==> config.mk <==
export PLATFORM = sky130hd
export DESIGN_NAME = smc_core
export DESIGN_NICKNAME = d
export VERILOG_FILES = /design/src/shared/smc_pkg.sv /design/src/smc_core.sv /design/src/smc_sync.sv
export SDC_FILE = /design/constraint.sdc
export NUM_CORES = 1
export LEC_CHECK = 0
export ABC_AREA = 1
export BUFFER_PORTS_ARGS = -buffer_cell sky130_fd_sc_hd__buf_2
export CAP_MARGIN = 15
export CORE_MARGIN = 2
export CORE_UTILIZATION = 60
export DETAILED_ROUTE_END_ITERATION = 6
export PLACE_DENSITY = 0.86
export SLEW_MARGIN = 10
export SYNTH_ARGS = -nofsm -noshare
export SYNTH_HDL_FRONTEND = slang
export SYNTH_SLANG_ARGS = --single-unit
==> constraint.sdc <==
create_clock -name clock -period 7.3 [get_ports clock]
set_clock_uncertainty 0.2 [all_clocks]
set_input_delay 1.46 -clock clock [delete_from_list [all_inputs] [get_ports clock]]
set_output_delay 1.46 -clock clock [all_outputs]
set_load 0.05 [all_outputs]
==> src/shared/smc_pkg.sv <==
// Purpose: shared types and constants of the serial master/slave core
// Assumes: 8-bit words, most significant bit first, 40 MHz system clock
// Notes: one-hot state codes, pin order of the input synchroniser below
package smc_pkg;

	// data word layout
	localparam int WORD_W = 8;
	localparam int MSB = WORD_W - 1;
	localparam logic [2:0] LAST_BIT = 3'h7;
	localparam int CLK_PERIOD_NS = 25;

	// chip-select codes
	localparam logic [3:0] CS_IDLE = 4'hF;
	localparam logic [3:0] CS_ALL_OE = 4'hF;
	localparam logic [3:0] CS_NO_OE = 4'h0;

	// synchroniser lanes
	localparam int SYNC_W = 4;
	localparam int SY_SCLK = 0;
	localparam int SY_MOSI = 1;
	localparam int SY_MISO = 2;
	localparam int SY_SSN = 3;

	// master sequencer states
	typedef enum logic [3:0] {
		ST_IDLE = 4'b0001,
		ST_LEAD = 4'b0010,
		ST_TRAIL = 4'b0100,
		ST_GAP = 4'b1000
	} smc_fsm_t;

	// whole state of the core
	typedef struct packed {
		smc_fsm_t fsm;
		logic [7:0] cnt;
		logic [2:0] bitCnt;
		logic [WORD_W-1:0] sh;
		logic sample;
		logic [WORD_W-1:0] hold;
		logic txHoldingEmpty;
		logic [WORD_W-1:0] rx;
		logic rxHoldingFull;
		logic rxOverrunFlag;
		logic txAllDone;
		logic sclkP;
		logic ssnP;
		logic outBit;
		logic sclkQ;
		logic [3:0] csN;
		logic [3:0] csOe;
		logic sclkOe;
		logic mosiOe;
		logic misoOe;
		logic irq;
	} smc_state_t;

	localparam smc_state_t SMC_RESET = '{
		fsm: ST_IDLE, cnt: 8'h00, bitCnt: 3'h0, sh: 8'h00, sample: 1'b0,
		hold: 8'h00, txHoldingEmpty: 1'b1, rx: 8'h00, rxHoldingFull: 1'b0,
		rxOverrunFlag: 1'b0, txAllDone: 1'b1, sclkP: 1'b0, ssnP: 1'b1,
		outBit: 1'b0, sclkQ: 1'b0, csN: 4'hF, csOe: 4'h0, sclkOe: 1'b0,
		mosiOe: 1'b0, misoOe: 1'b0, irq: 1'b0};

	// synchroniser state
	typedef struct packed {
		logic [SYNC_W-1:0] meta;
		logic [SYNC_W-1:0] stable;
	} smc_sync_t;

	localparam smc_sync_t SYNC_RESET = '{meta: 4'hF, stable: 4'hF};

endpackage : smc_pkg

==> src/smc_core.sv <==
// Purpose: serial peripheral core, master or slave, 8-bit words
// Assumes: 40 MHz clock; control bits arrive as plain ports on this clock
// Notes: pins enter through smc_sync; every output is a flip-flop
// Summary of operation
// - master select 1: chip selects, clock and MOSI driven; MISO received
// - master select 0: MISO driven only while enabled and selected, MOSI received, slave select input
// - in slave mode all four chip-select pins 0 to 3 stay undriven
// - baud counter runs only in master mode
// - same format settings serve master and slave
// - idle level and phase pick one of four formats
// - idle level 0 low, 1 high; phase 1 captures leading edge
// - master makes clock, drives chip select, runs the transfer
// - transmit holding, receive holding and one shared shift register
// - master write while idle moves word to shifter and starts a transfer; slave loads it at selection
// - each shifted-out bit is matched by a sampled input bit
// - word written mid-transfer waits, then loads and starts at completion
// - holding-empty sets on load to shifter, clears on each write
// - holding-empty is the transmit DMA request
// - transfer-done sets at end, in master mode after the inter-transfer delay
// - receive-full sets on receive load, clears on receive read
// - unread word overwritten sets overrun; receive keeps updating
// - overrun clears only on a status read
// - master clock divided by twice the divisor 1 to 255; zero acts as one
// - delay inserted between consecutive transfers on one chip select
module smc_core import smc_pkg::*; (
	input wire logic clock,
	input wire logic srst,
	input wire logic enable,
	input wire logic masterSelectBit,
	input wire logic clockIdleLevel,
	input wire logic captureLeadingEdge,
	input wire logic [7:0] baudDivisor,
	input wire logic [7:0] interTransferDelay,
	input wire logic [3:0] peripheralSelectField,
	input wire logic [3:0] intEnable,
	input wire logic txWrite,
	input wire logic [WORD_W-1:0] txData,
	input wire logic rxRead,
	input wire logic statusRead,
	output logic [WORD_W-1:0] rxData,
	output logic txHoldingEmpty,
	output logic txAllDone,
	output logic rxHoldingFull,
	output logic rxOverrunFlag,
	output logic dmaTxReq,
	output logic irq,
	input wire logic sclkIn,
	output logic sclkOut,
	output logic sclkOe,
	input wire logic mosiIn,
	output logic mosiOut,
	output logic mosiOe,
	input wire logic misoIn,
	output logic misoOut,
	output logic misoOe,
	input wire logic slaveSelectN,
	output logic [3:0] chipSelectN,
	output logic [3:0] chipSelectOe
);
	smc_state_t s;
	smc_state_t n;
	logic [SYNC_W-1:0] syn;
	logic lead;
	logic trail;
	logic rxLoad;
	logic startXfer;
	logic inBit;
	logic [WORD_W-1:0] shNew;

	// end of one half bit period; a zero divisor behaves as one
	function automatic logic halfDone(input logic [7:0] cnt,
		input logic [7:0] div);
		halfDone = ({1'b0, cnt} + 9'h001) >= {1'b0, div};
	endfunction : halfDone

	// lowest numbered zero bit selects the one active chip select
	function automatic logic [3:0] csDecode(input logic [3:0] peripheral_select_field);
		if (!peripheral_select_field[0]) begin
			csDecode = 4'hE;
		end else if (!peripheral_select_field[1]) begin
			csDecode = 4'hD;
		end else if (!peripheral_select_field[2]) begin
			csDecode = 4'hB;
		end else if (!peripheral_select_field[3]) begin
			csDecode = 4'h7;
		end else begin
			csDecode = CS_IDLE;
		end
	endfunction : csDecode

	// one shift step, new bit enters at the bottom
	function automatic logic [WORD_W-1:0] shiftIn(
		input logic [WORD_W-1:0] sh, input logic b);
		shiftIn = {sh[WORD_W-2:0], b};
	endfunction : shiftIn

	// pin inputs pass two flip-flops first
	smc_sync u_sync (
		.clock(clock),
		.srst(srst),
		.pinIn({slaveSelectN, misoIn, mosiIn, sclkIn}),
		.pinSync(syn)
	);

	// next-state logic of the whole core
	always_comb begin
		n = s;
		lead = 1'b0;
		trail = 1'b0;
		rxLoad = 1'b0;
		startXfer = 1'b0;
		shNew = s.sh;
		n.sclkP = syn[SY_SCLK];
		n.ssnP = syn[SY_SSN];
		// pin directions follow the role
		n.sclkOe = masterSelectBit;
		n.mosiOe = masterSelectBit;
		n.csOe = masterSelectBit ? CS_ALL_OE : CS_NO_OE;
		n.misoOe = !masterSelectBit && enable && !syn[SY_SSN];
		// receiver input follows the role, format settings shared
		inBit = masterSelectBit ? syn[SY_MISO] : syn[SY_MOSI];

		if (!masterSelectBit || !enable) begin
			// baud counter held, clock parked at idle level
			n.fsm = ST_IDLE;
			n.cnt = 8'h00;
			n.csN = CS_IDLE;
			n.sclkQ = clockIdleLevel;
		end

		// master sequencer, paced by the baud divisor
		if (masterSelectBit && enable) begin
			case (s.fsm)
				ST_IDLE: begin
					n.sclkQ = clockIdleLevel;
					n.csN = CS_IDLE;
					if (!s.txHoldingEmpty) begin
						startXfer = 1'b1;
					end
				end
				ST_LEAD: begin
					if (halfDone(s.cnt, baudDivisor)) begin
						n.cnt = 8'h00;
						n.sclkQ = ~clockIdleLevel;
						lead = 1'b1;
						n.fsm = ST_TRAIL;
					end else begin
						n.cnt = s.cnt + 8'h01;
					end
				end
				ST_TRAIL: begin
					if (halfDone(s.cnt, baudDivisor)) begin
						n.cnt = 8'h00;
						n.sclkQ = clockIdleLevel;
						trail = 1'b1;
						n.fsm = (s.bitCnt == LAST_BIT) ? ST_GAP : ST_LEAD;
					end else begin
						n.cnt = s.cnt + 8'h01;
					end
				end
				ST_GAP: begin
					if (s.cnt >= interTransferDelay) begin
						if (!s.txHoldingEmpty) begin
							startXfer = 1'b1;
						end else begin
							n.fsm = ST_IDLE;
							n.csN = CS_IDLE;
							n.txAllDone = 1'b1;
						end
					end else begin
						n.cnt = s.cnt + 8'h01;
					end
				end
				default: begin
					n.fsm = ST_IDLE;
				end
			endcase
		end

		// load the waiting word and open a master transfer
		if (startXfer) begin
			n.sh = s.hold;
			n.txHoldingEmpty = 1'b1;
			n.outBit = s.hold[MSB];
			n.bitCnt = 3'h0;
			n.cnt = 8'h00;
			n.fsm = ST_LEAD;
			n.csN = csDecode(peripheralSelectField);
			n.txAllDone = 1'b0;
		end

		// slave: edges come from the synchronised external clock
		if (!masterSelectBit && enable) begin
			if (syn[SY_SSN]) begin
				n.bitCnt = 3'h0;
			end else begin
				if (s.ssnP) begin
					// selection starts: present first bit
					n.txAllDone = 1'b0;
					if (!s.txHoldingEmpty) begin
						n.sh = s.hold;
						n.txHoldingEmpty = 1'b1;
						n.outBit = s.hold[MSB];
					end else begin
						n.outBit = s.sh[MSB];
					end
				end else if (syn[SY_SCLK] != s.sclkP) begin
					lead = (syn[SY_SCLK] != clockIdleLevel);
					trail = (syn[SY_SCLK] == clockIdleLevel);
				end
			end
		end

		// shared shift actions, edge roles set by the phase bit
		if (lead) begin
			if (captureLeadingEdge) begin
				n.sample = inBit;
			end else begin
				n.outBit = s.sh[MSB];
			end
		end
		if (trail) begin
			shNew = shiftIn(s.sh, captureLeadingEdge ? s.sample : inBit);
			n.sh = shNew;
			if (captureLeadingEdge) begin
				n.outBit = shNew[MSB];
			end
			n.bitCnt = s.bitCnt + 3'h1;
			if (s.bitCnt == LAST_BIT) begin
				rxLoad = 1'b1;
				if (!masterSelectBit) begin
					if (!s.txHoldingEmpty) begin
						n.sh = s.hold;
						n.txHoldingEmpty = 1'b1;
						if (captureLeadingEdge) begin
							n.outBit = s.hold[MSB];
						end
					end else begin
						n.txAllDone = 1'b1;
					end
				end
			end
		end

		// receive flags: clears first so that a set wins
		if (rxRead) begin
			n.rxHoldingFull = 1'b0;
		end
		if (statusRead) begin
			n.rxOverrunFlag = 1'b0;
		end
		if (rxLoad) begin
			n.rx = shNew;
			n.rxHoldingFull = 1'b1;
			if (s.rxHoldingFull && !rxRead) begin
				n.rxOverrunFlag = 1'b1;
			end
		end

		// a write lands in the holding register after any load
		if (txWrite) begin
			n.hold = txData;
			n.txHoldingEmpty = 1'b0;
		end

		// interrupt from enabled flags: overrun, full, done, empty
		n.irq = |({n.rxOverrunFlag, n.rxHoldingFull, n.txAllDone,
			n.txHoldingEmpty} & intEnable);
	end

	// state register
	always_ff @(posedge clock) begin
		if (srst) begin
			s <= SMC_RESET;
		end else begin
			s <= n;
		end
	end

	// outputs straight from the state flops
	assign rxData = s.rx;
	assign txHoldingEmpty = s.txHoldingEmpty;
	assign dmaTxReq = s.txHoldingEmpty;
	assign txAllDone = s.txAllDone;
	assign rxHoldingFull = s.rxHoldingFull;
	assign rxOverrunFlag = s.rxOverrunFlag;
	assign irq = s.irq;
	assign sclkOut = s.sclkQ;
	assign sclkOe = s.sclkOe;
	assign mosiOut = s.outBit;
	assign mosiOe = s.mosiOe;
	assign misoOut = s.outBit;
	assign misoOe = s.misoOe;
	assign chipSelectN = s.csN;
	assign chipSelectOe = s.csOe;
endmodule : smc_core

==> src/smc_sync.sv <==
// Purpose: two-flop synchroniser for the serial pin inputs
// Assumes: inputs are asynchronous to clock
// Notes: the first stage is read only by the second stage
module smc_sync import smc_pkg::*; (
	input wire logic clock,
	input wire logic srst,
	input wire logic [SYNC_W-1:0] pinIn,
	output logic [SYNC_W-1:0] pinSync
);
	smc_sync_t s;
	smc_sync_t n;

	// next stage values
	always_comb begin
		n = s;
		n.meta = pinIn;
		n.stable = s.meta;
	end

	// stage registers
	always_ff @(posedge clock) begin
		if (srst) begin
			s <= SYNC_RESET;
		end else begin
			s <= n;
		end
	end

	assign pinSync = s.stable;

endmodule : smc_sync
### Yosys cells after proc, flatten, opt, wreduce, memory -nomap -nowiden

Index checks and enable logic that the tools add are counted.

| word-level totals | value |
|---|---|
| register bits after elaboration | 67 |
| word-level logic and storage cells | 147 |
| output and inout bits | 28 |
| input port bits | 45 |

| operators by class | value |
|---|---|
| muxes and demuxes | 96 |
| eq/ne operators | 8 |
| reduce and logical (&&, ||, !) cells | 13 |
| add/subtract/negate cells | 3 |
| bitwise gates (word level) | 2 |
| $lt $le $gt $ge | 2 |

Operators by type and width:

| operator | number |
|---|---|
| 2-to-1 mux 8 bit | 9 |
| 2-to-1 mux 1 bit | 60 |
| 2-to-1 mux 4 bit | 13 |
| 2-to-1 mux 12 bit | 2 |
| 2-to-1 mux 11 bit | 2 |
| 2-to-1 mux 21 bit | 1 |
| one-hot mux 4 bit (4 select lines) | 1 |
| one-hot mux 8 bit (2 select lines) | 1 |
| 2-to-1 mux 5 bit | 2 |
| adder 8 x 1 -> 9 bit, second input constant | 1 |
| >= comparator 9 x 8 -> 1 bit | 1 |
| adder 8 x 1 -> 8 bit, second input constant | 1 |
| >= comparator 8 bit | 1 |
| one-hot mux 4 bit (2 select lines) | 1 |
| bitwise AND 4 bit | 1 |
| equality test 4 x 1 -> 1 bit, second input constant | 1 |
| equality test 4 x 2 -> 1 bit, second input constant | 1 |
| equality test 4 x 3 -> 1 bit, second input constant | 1 |
| equality test 4 bit, second input constant | 1 |
| logical AND 1 bit | 4 |
| logical NOT 1 bit | 4 |
| OR reduction 2 bit | 2 |
| OR reduction 4 bit | 1 |
| adder 3 x 1 -> 3 bit, second input constant | 1 |
| 10 further kinds | 11 |

### Depth between registers and ports, before layout

| depth | value |
|---|---|
| word-level depth | 16 |
| gate-level depth with buffers | 20 |
| mapped depth without buffers | 20 |

### Cells and area by module

A second synthesis with hierarchy kept.

| second synthesis, totals | value |
|---|---|
| cells, all modules | 517 |
| area, all modules | 3629.7 um^2 |

Modules (own cells, without submodules):

| module | cells an instance | sequential area each (um^2) | times used | area each (um^2) |
|---|---|---|---|---|
| smc_core | 492 | 1101.1 | 1 | 3405.8 |
| smc_sync | 25 | 160.2 | 1 | 224.0 |

### Least setup slack after synthesis

Ideal clock, no wire load.

| timing path | value |
|---|---|
| path type | input port to flip-flop |
| start | in interTransferDelay[7] |
| end | reg s[58] (netlist bit) |
| required time | 7.030 ns |
| setup time | 0.070 ns |
| buffers on the path | 1 |
| arrival | 3.068 ns |
| stages on the path | 13 |
| slack | 3.962 ns |
| cell sequence | inv_1 > ha_1 > a21o_1 > nor2_1 > nand3_1 > nand2_1 > nand2_1 > nand2_1 > buf_6 > nand2_2 > nor2_2 > o21ai_1 > a21oi_1 |

| on the way | value |
|---|---|
| word-level cells in the longest chain between the ends | 5 |
| elaborated cells between the ends (all ways) | 8 |
| those cells by class | order compare (1); mux (6); reduce/logical (1) |

Ends and longest elaborated chain:

| item | RTL line | source |
|---|---|---|
| start: declaration | smc_core.sv:33 | `input wire logic [7:0] interTransferDelay,` |
| >= comparator 8 bit * | smc_core.sv:162 | `if (s.cnt >= interTransferDelay) begin` |
| 2-to-1 mux 1 bit | smc_core.sv:162 |  |
| one-hot mux 1 bit (2 select lines) | smc_core.sv:133 | `case (s.fsm)` |
| 2-to-1 mux 1 bit | smc_core.sv:132 | `if (masterSelectBit && enable) begin` |
| OR reduction 2 bit (no line) | n/a |  |
| end signal: assignment | smc_core.sv:276 | `s <= n;` |
| end: declaration | smc_core.sv:60 | `smc_state_t s;` |

Every way passes the cells marked *; elsewhere a longest branch is shown, timed or not.
A chain may end at the register's enable or synchronous reset.

### Worst setup path after layout

| timing path | value |
|---|---|
| start | in interTransferDelay[5] |
| end | reg s[44] (netlist bit) |

| on the way | value |
|---|---|
| word-level cells in the longest chain between the ends | 10 |

Ends and longest elaborated chain:

| item | RTL line | source |
|---|---|---|
| >= comparator 8 bit * | smc_core.sv:162 |  |
| 2-to-1 mux 1 bit * | smc_core.sv:162 |  |
| one-hot mux 1 bit (2 select lines) * | smc_core.sv:133 |  |
| 2-to-1 mux 1 bit * | smc_core.sv:132 |  |
| 2-to-1 mux 21 bit * | smc_core.sv:181 | `if (startXfer) begin` |
| 2-to-1 mux 8 bit | smc_core.sv:200 | `if (!s.txHoldingEmpty) begin` |
| 2-to-1 mux 8 bit | smc_core.sv:197 | `if (s.ssnP) begin` |
| 2-to-1 mux 8 bit | smc_core.sv:194 | `if (syn[SY_SSN]) begin` |
| 2-to-1 mux 11 bit * | smc_core.sv:193 | `if (!masterSelectBit && enable) begin` |
| 2-to-1 mux 11 bit * | smc_core.sv:222 | `if (trail) begin` |

Marks and branches as above.

==> impl_metrics.ini <==
[cells_and_area]
final_util_pct = 68.9
syn_to_final_growth_pct = 11.2
final_area_um2 = 4080
fin_cells = 646
fin_nets = 630
layout_commonest_cell = nand2_1
diodes = 0
layout-drive-gt1-share_pct = 20.5
multi_input_area_um2 = 1870
fillCellCount = 509
ff_latch_area_um2 = 1260
layout_common_cells = 101 x nand2_1, 80 x inv_1, 72 x buf_2

[worst_setup_path]
crit_family = simple AND/OR/NAND/NOR gates
startpoint_type = input pin
crit_path_max_incr_delay_ns = 0.31
critPathKind = input pin to flip-flop
path_cells = buf_2 -> inv_1 -> ha_1 -> a21oi_1 -> nor2_1 -> nor2_1 -> nand3_1 -> nand2_1 -> nand2_1 -> nand2_1 -> o21ai_2 -> a21oi_1 -> o21ai_0 -> nand3_1 -> inv_1
cp.required_ns = 7.34
cp-end-kind = flip-flop
crit_buf_inv = 3
crit_top_cell = nand2_1
slowest_stage = ha_1
crit_arrival_ns = 3.63
critPathMaxFanout = 16

[clocking]
clock_sinks = 63
cts_buffers = 9
ctsResizeCount = 0
cts_setup_buffers = 0
clkLatencyLatePin_ns = 0.35
cts_root_buf = clkbuf_8
cts_tree = yes
clk_pin_slew_ns = 0.07
clockBufferDepth = 2
htreeDepth = 3
hold_buffers = 0

[die]
die_w_um = 82.2
die_area_um2 = 6750
die_h_um = 82.2
rows = 28
initial_core_util_pct = 61.9
boundaryPins = 73
core-area_um2 = 5920

[power]
switching_share_pct = 28.6
peakVddDrop_mv = 0.142
power.switching_mw = 0.201
pwr-share-comb_pct = 10.9
clkPwrFrac_pct = 38.0
power_frac_seq_pct = 51.2
cellInternalPower_mw = 0.501
p_leak_nw = 2.12
p_per_area_nw_per_um2 = 172

[route]
drt-initial-drc-count = 188
ant_nets = 0
route.vias.total = 3445
wl_per_cell_um = 12.6
first_pass_iters = 5
drt-total-wl_mm = 8.17
viasPerCell = 5.33
post-route-drc-count = 0

[synthesis]
netlist_instances = 514
ys_async_sr_fraction_pct = 0
yosys_warnings = 0
synth_cell_types = 44
synth_enable_flop_cells = 0
syn_nets = 578
postSynthAreaPerCell_um2 = 7.13
ys_seq_area_share_pct = 34.4
ys_ff_latch = 63
ys.flop_type = dfxtp_1
syn_area_um2 = 3670

[worst_hold_path]
hp-class = flip-flop to flip-flop

[timing]
tightest_slew_ns = 0.952
slew_violations = 0
min_period_ns = 3.59
fmaxAchievable_mhz = 279
tns_ns = 0
min_period_over_period_pct = 49.1
slew_headroom_pct = 36.5
setup_viol = 0
timing.final.hold_violations = 0
hold-worst-slack_ns = 0.211
rsz0062_at_grt = no

[grt]
globalRoute.totalOverflow = 0
grt_pass1_vias = 3119
grt_first_pass_wirelength_mm = 13.1
grt_max_degree = 35
antenna_found_initial = 0
grt_util_all_layers_pct = 25.3

[placed_design]
place_hpwl_mm = 6.14
dpl.cell_count = 630
port_buffers = 72
gp_congestion = 0.888
placed_cell_area_um2 = 3910

[outcome]
outcome = completed

[run]
cap_violations = 0
[final cells by class]
type	count	area share, %
clock inverter	7	1.17
sequential	63	30.9
inverter	85	7.94
timing repair buffer	72	8.83
tap	75	2.30
multi-input combinational	335	45.8
clock buffer	9	3.04
[synth_stat cells, types with 2 or more instances]
master     instances  share of area [%]
nor3_1             3               0.41
nand2_4            3               0.92
o22ai_1            4               0.68
buf_1              2               0.20
xor2_1             5                1.2
clkbuf_1           6               0.61
buf_4             20                4.1
nor2_1            45                4.6
nor2_2             3               0.51
xnor2_1            2               0.48
o21ai_1            5               0.68
a21oi_2            2               0.48
ha_1              19                6.5
o32ai_1            2               0.48
nor2_4             2               0.61
dfxtp_1           63                 34
nand2_1          101                 10
inv_2              2               0.20
o21ai_0           28                3.8
clkinv_1           2               0.20
inv_1             80                8.2
buf_6              3               0.92
or2_2              9                1.5
nand3_1           29                4.0
a21o_1             2               0.41
nand4_1            6                1.0
o2111ai_1          4               0.96
a21oi_1           27                3.7
nand2_2            2               0.34
o211ai_1          19                3.9
[cell families (layout without fill, tap and decap cells)]
kind of cell / Yosys count / after routing / synth area share [%]
AND/OR/NAND/NOR: 210 / 210 / 26.2
buffers and inverters: 116 / 173 / 14.7
AO/OA/AOI/OAI: 98 / 98 / 16.3
flip-flops: 63 / 63 / 34.4
adder cells (fa/ha/maj): 19 / 19 / 6.48
XOR/XNOR: 7 / 7 / 1.67
multiplexers: 1 / 1 / 0.273
[final timing paths]
kind	from	endpoint	slack, ns	cells after the start
min reg2reg	u_sync.n[0]	u_sync.pinSync[0]	0.21	1
min	u_sync.n[0]	u_sync.pinSync[0]	0.21	1
max	interTransferDelay[5]	s[44]	3.71	15
max reg2reg	s[48]	irq	4.13	18
[state kept, by name, indices dropped and copies added, names as in the netlist]
| name | count |
|---|---|
| s | 34 |
| rxData | 8 |
| chipSelectN | 4 |
| u_sync.n | 4 |
| u_sync.pinSync | 4 |
| chipSelectOe | 1 |
| dmaTxReq | 1 |
| irq | 1 |
| misoOe | 1 |
| misoOut | 1 |
| rxHoldingFull | 1 |
| rxOverrunFlag | 1 |
| sclkOut | 1 |
| txAllDone | 1 |
[power groups by stage]
stage / Sequential [mW] / Combinational [mW] / Clock, mW
floorplan: 0.372 / 0.0465 / 0
global placement: 0.366 / 0.0734 / 0
detailed placement: 0.367 / 0.0758 / 0
CTS: 0.359 / 0.0761 / 0.269
global route: 0.360 / 0.0844 / 0.289
finish: 0.359 / 0.0761 / 0.266
[through the flow]
stage | power (mW) | setup slack (ns)
after floorplan | 0.419 | 3.96
after global placement | 0.440 | 3.50
after detailed placement | 0.442 | 3.36
after CTS | 0.704 | 3.73
after global routing | 0.733 | 3.50
final | 0.701 | 3.71
[per-layer routing]
| layer | routed length, µm | global-route usage, % | vias to the layer above |
|---|---|---|---|
| li1 | - | - | 1765 |
| met1 | 3840 | 32.2 | 1547 |
| met2 | 3680 | 40.9 | 119 |
| met3 | 485 | 5.87 | 14 |
| met4 | 157 | 10.8 | 0 |
| met5 | 0 | 0 | - |
(Power assumes the default switching activity.)
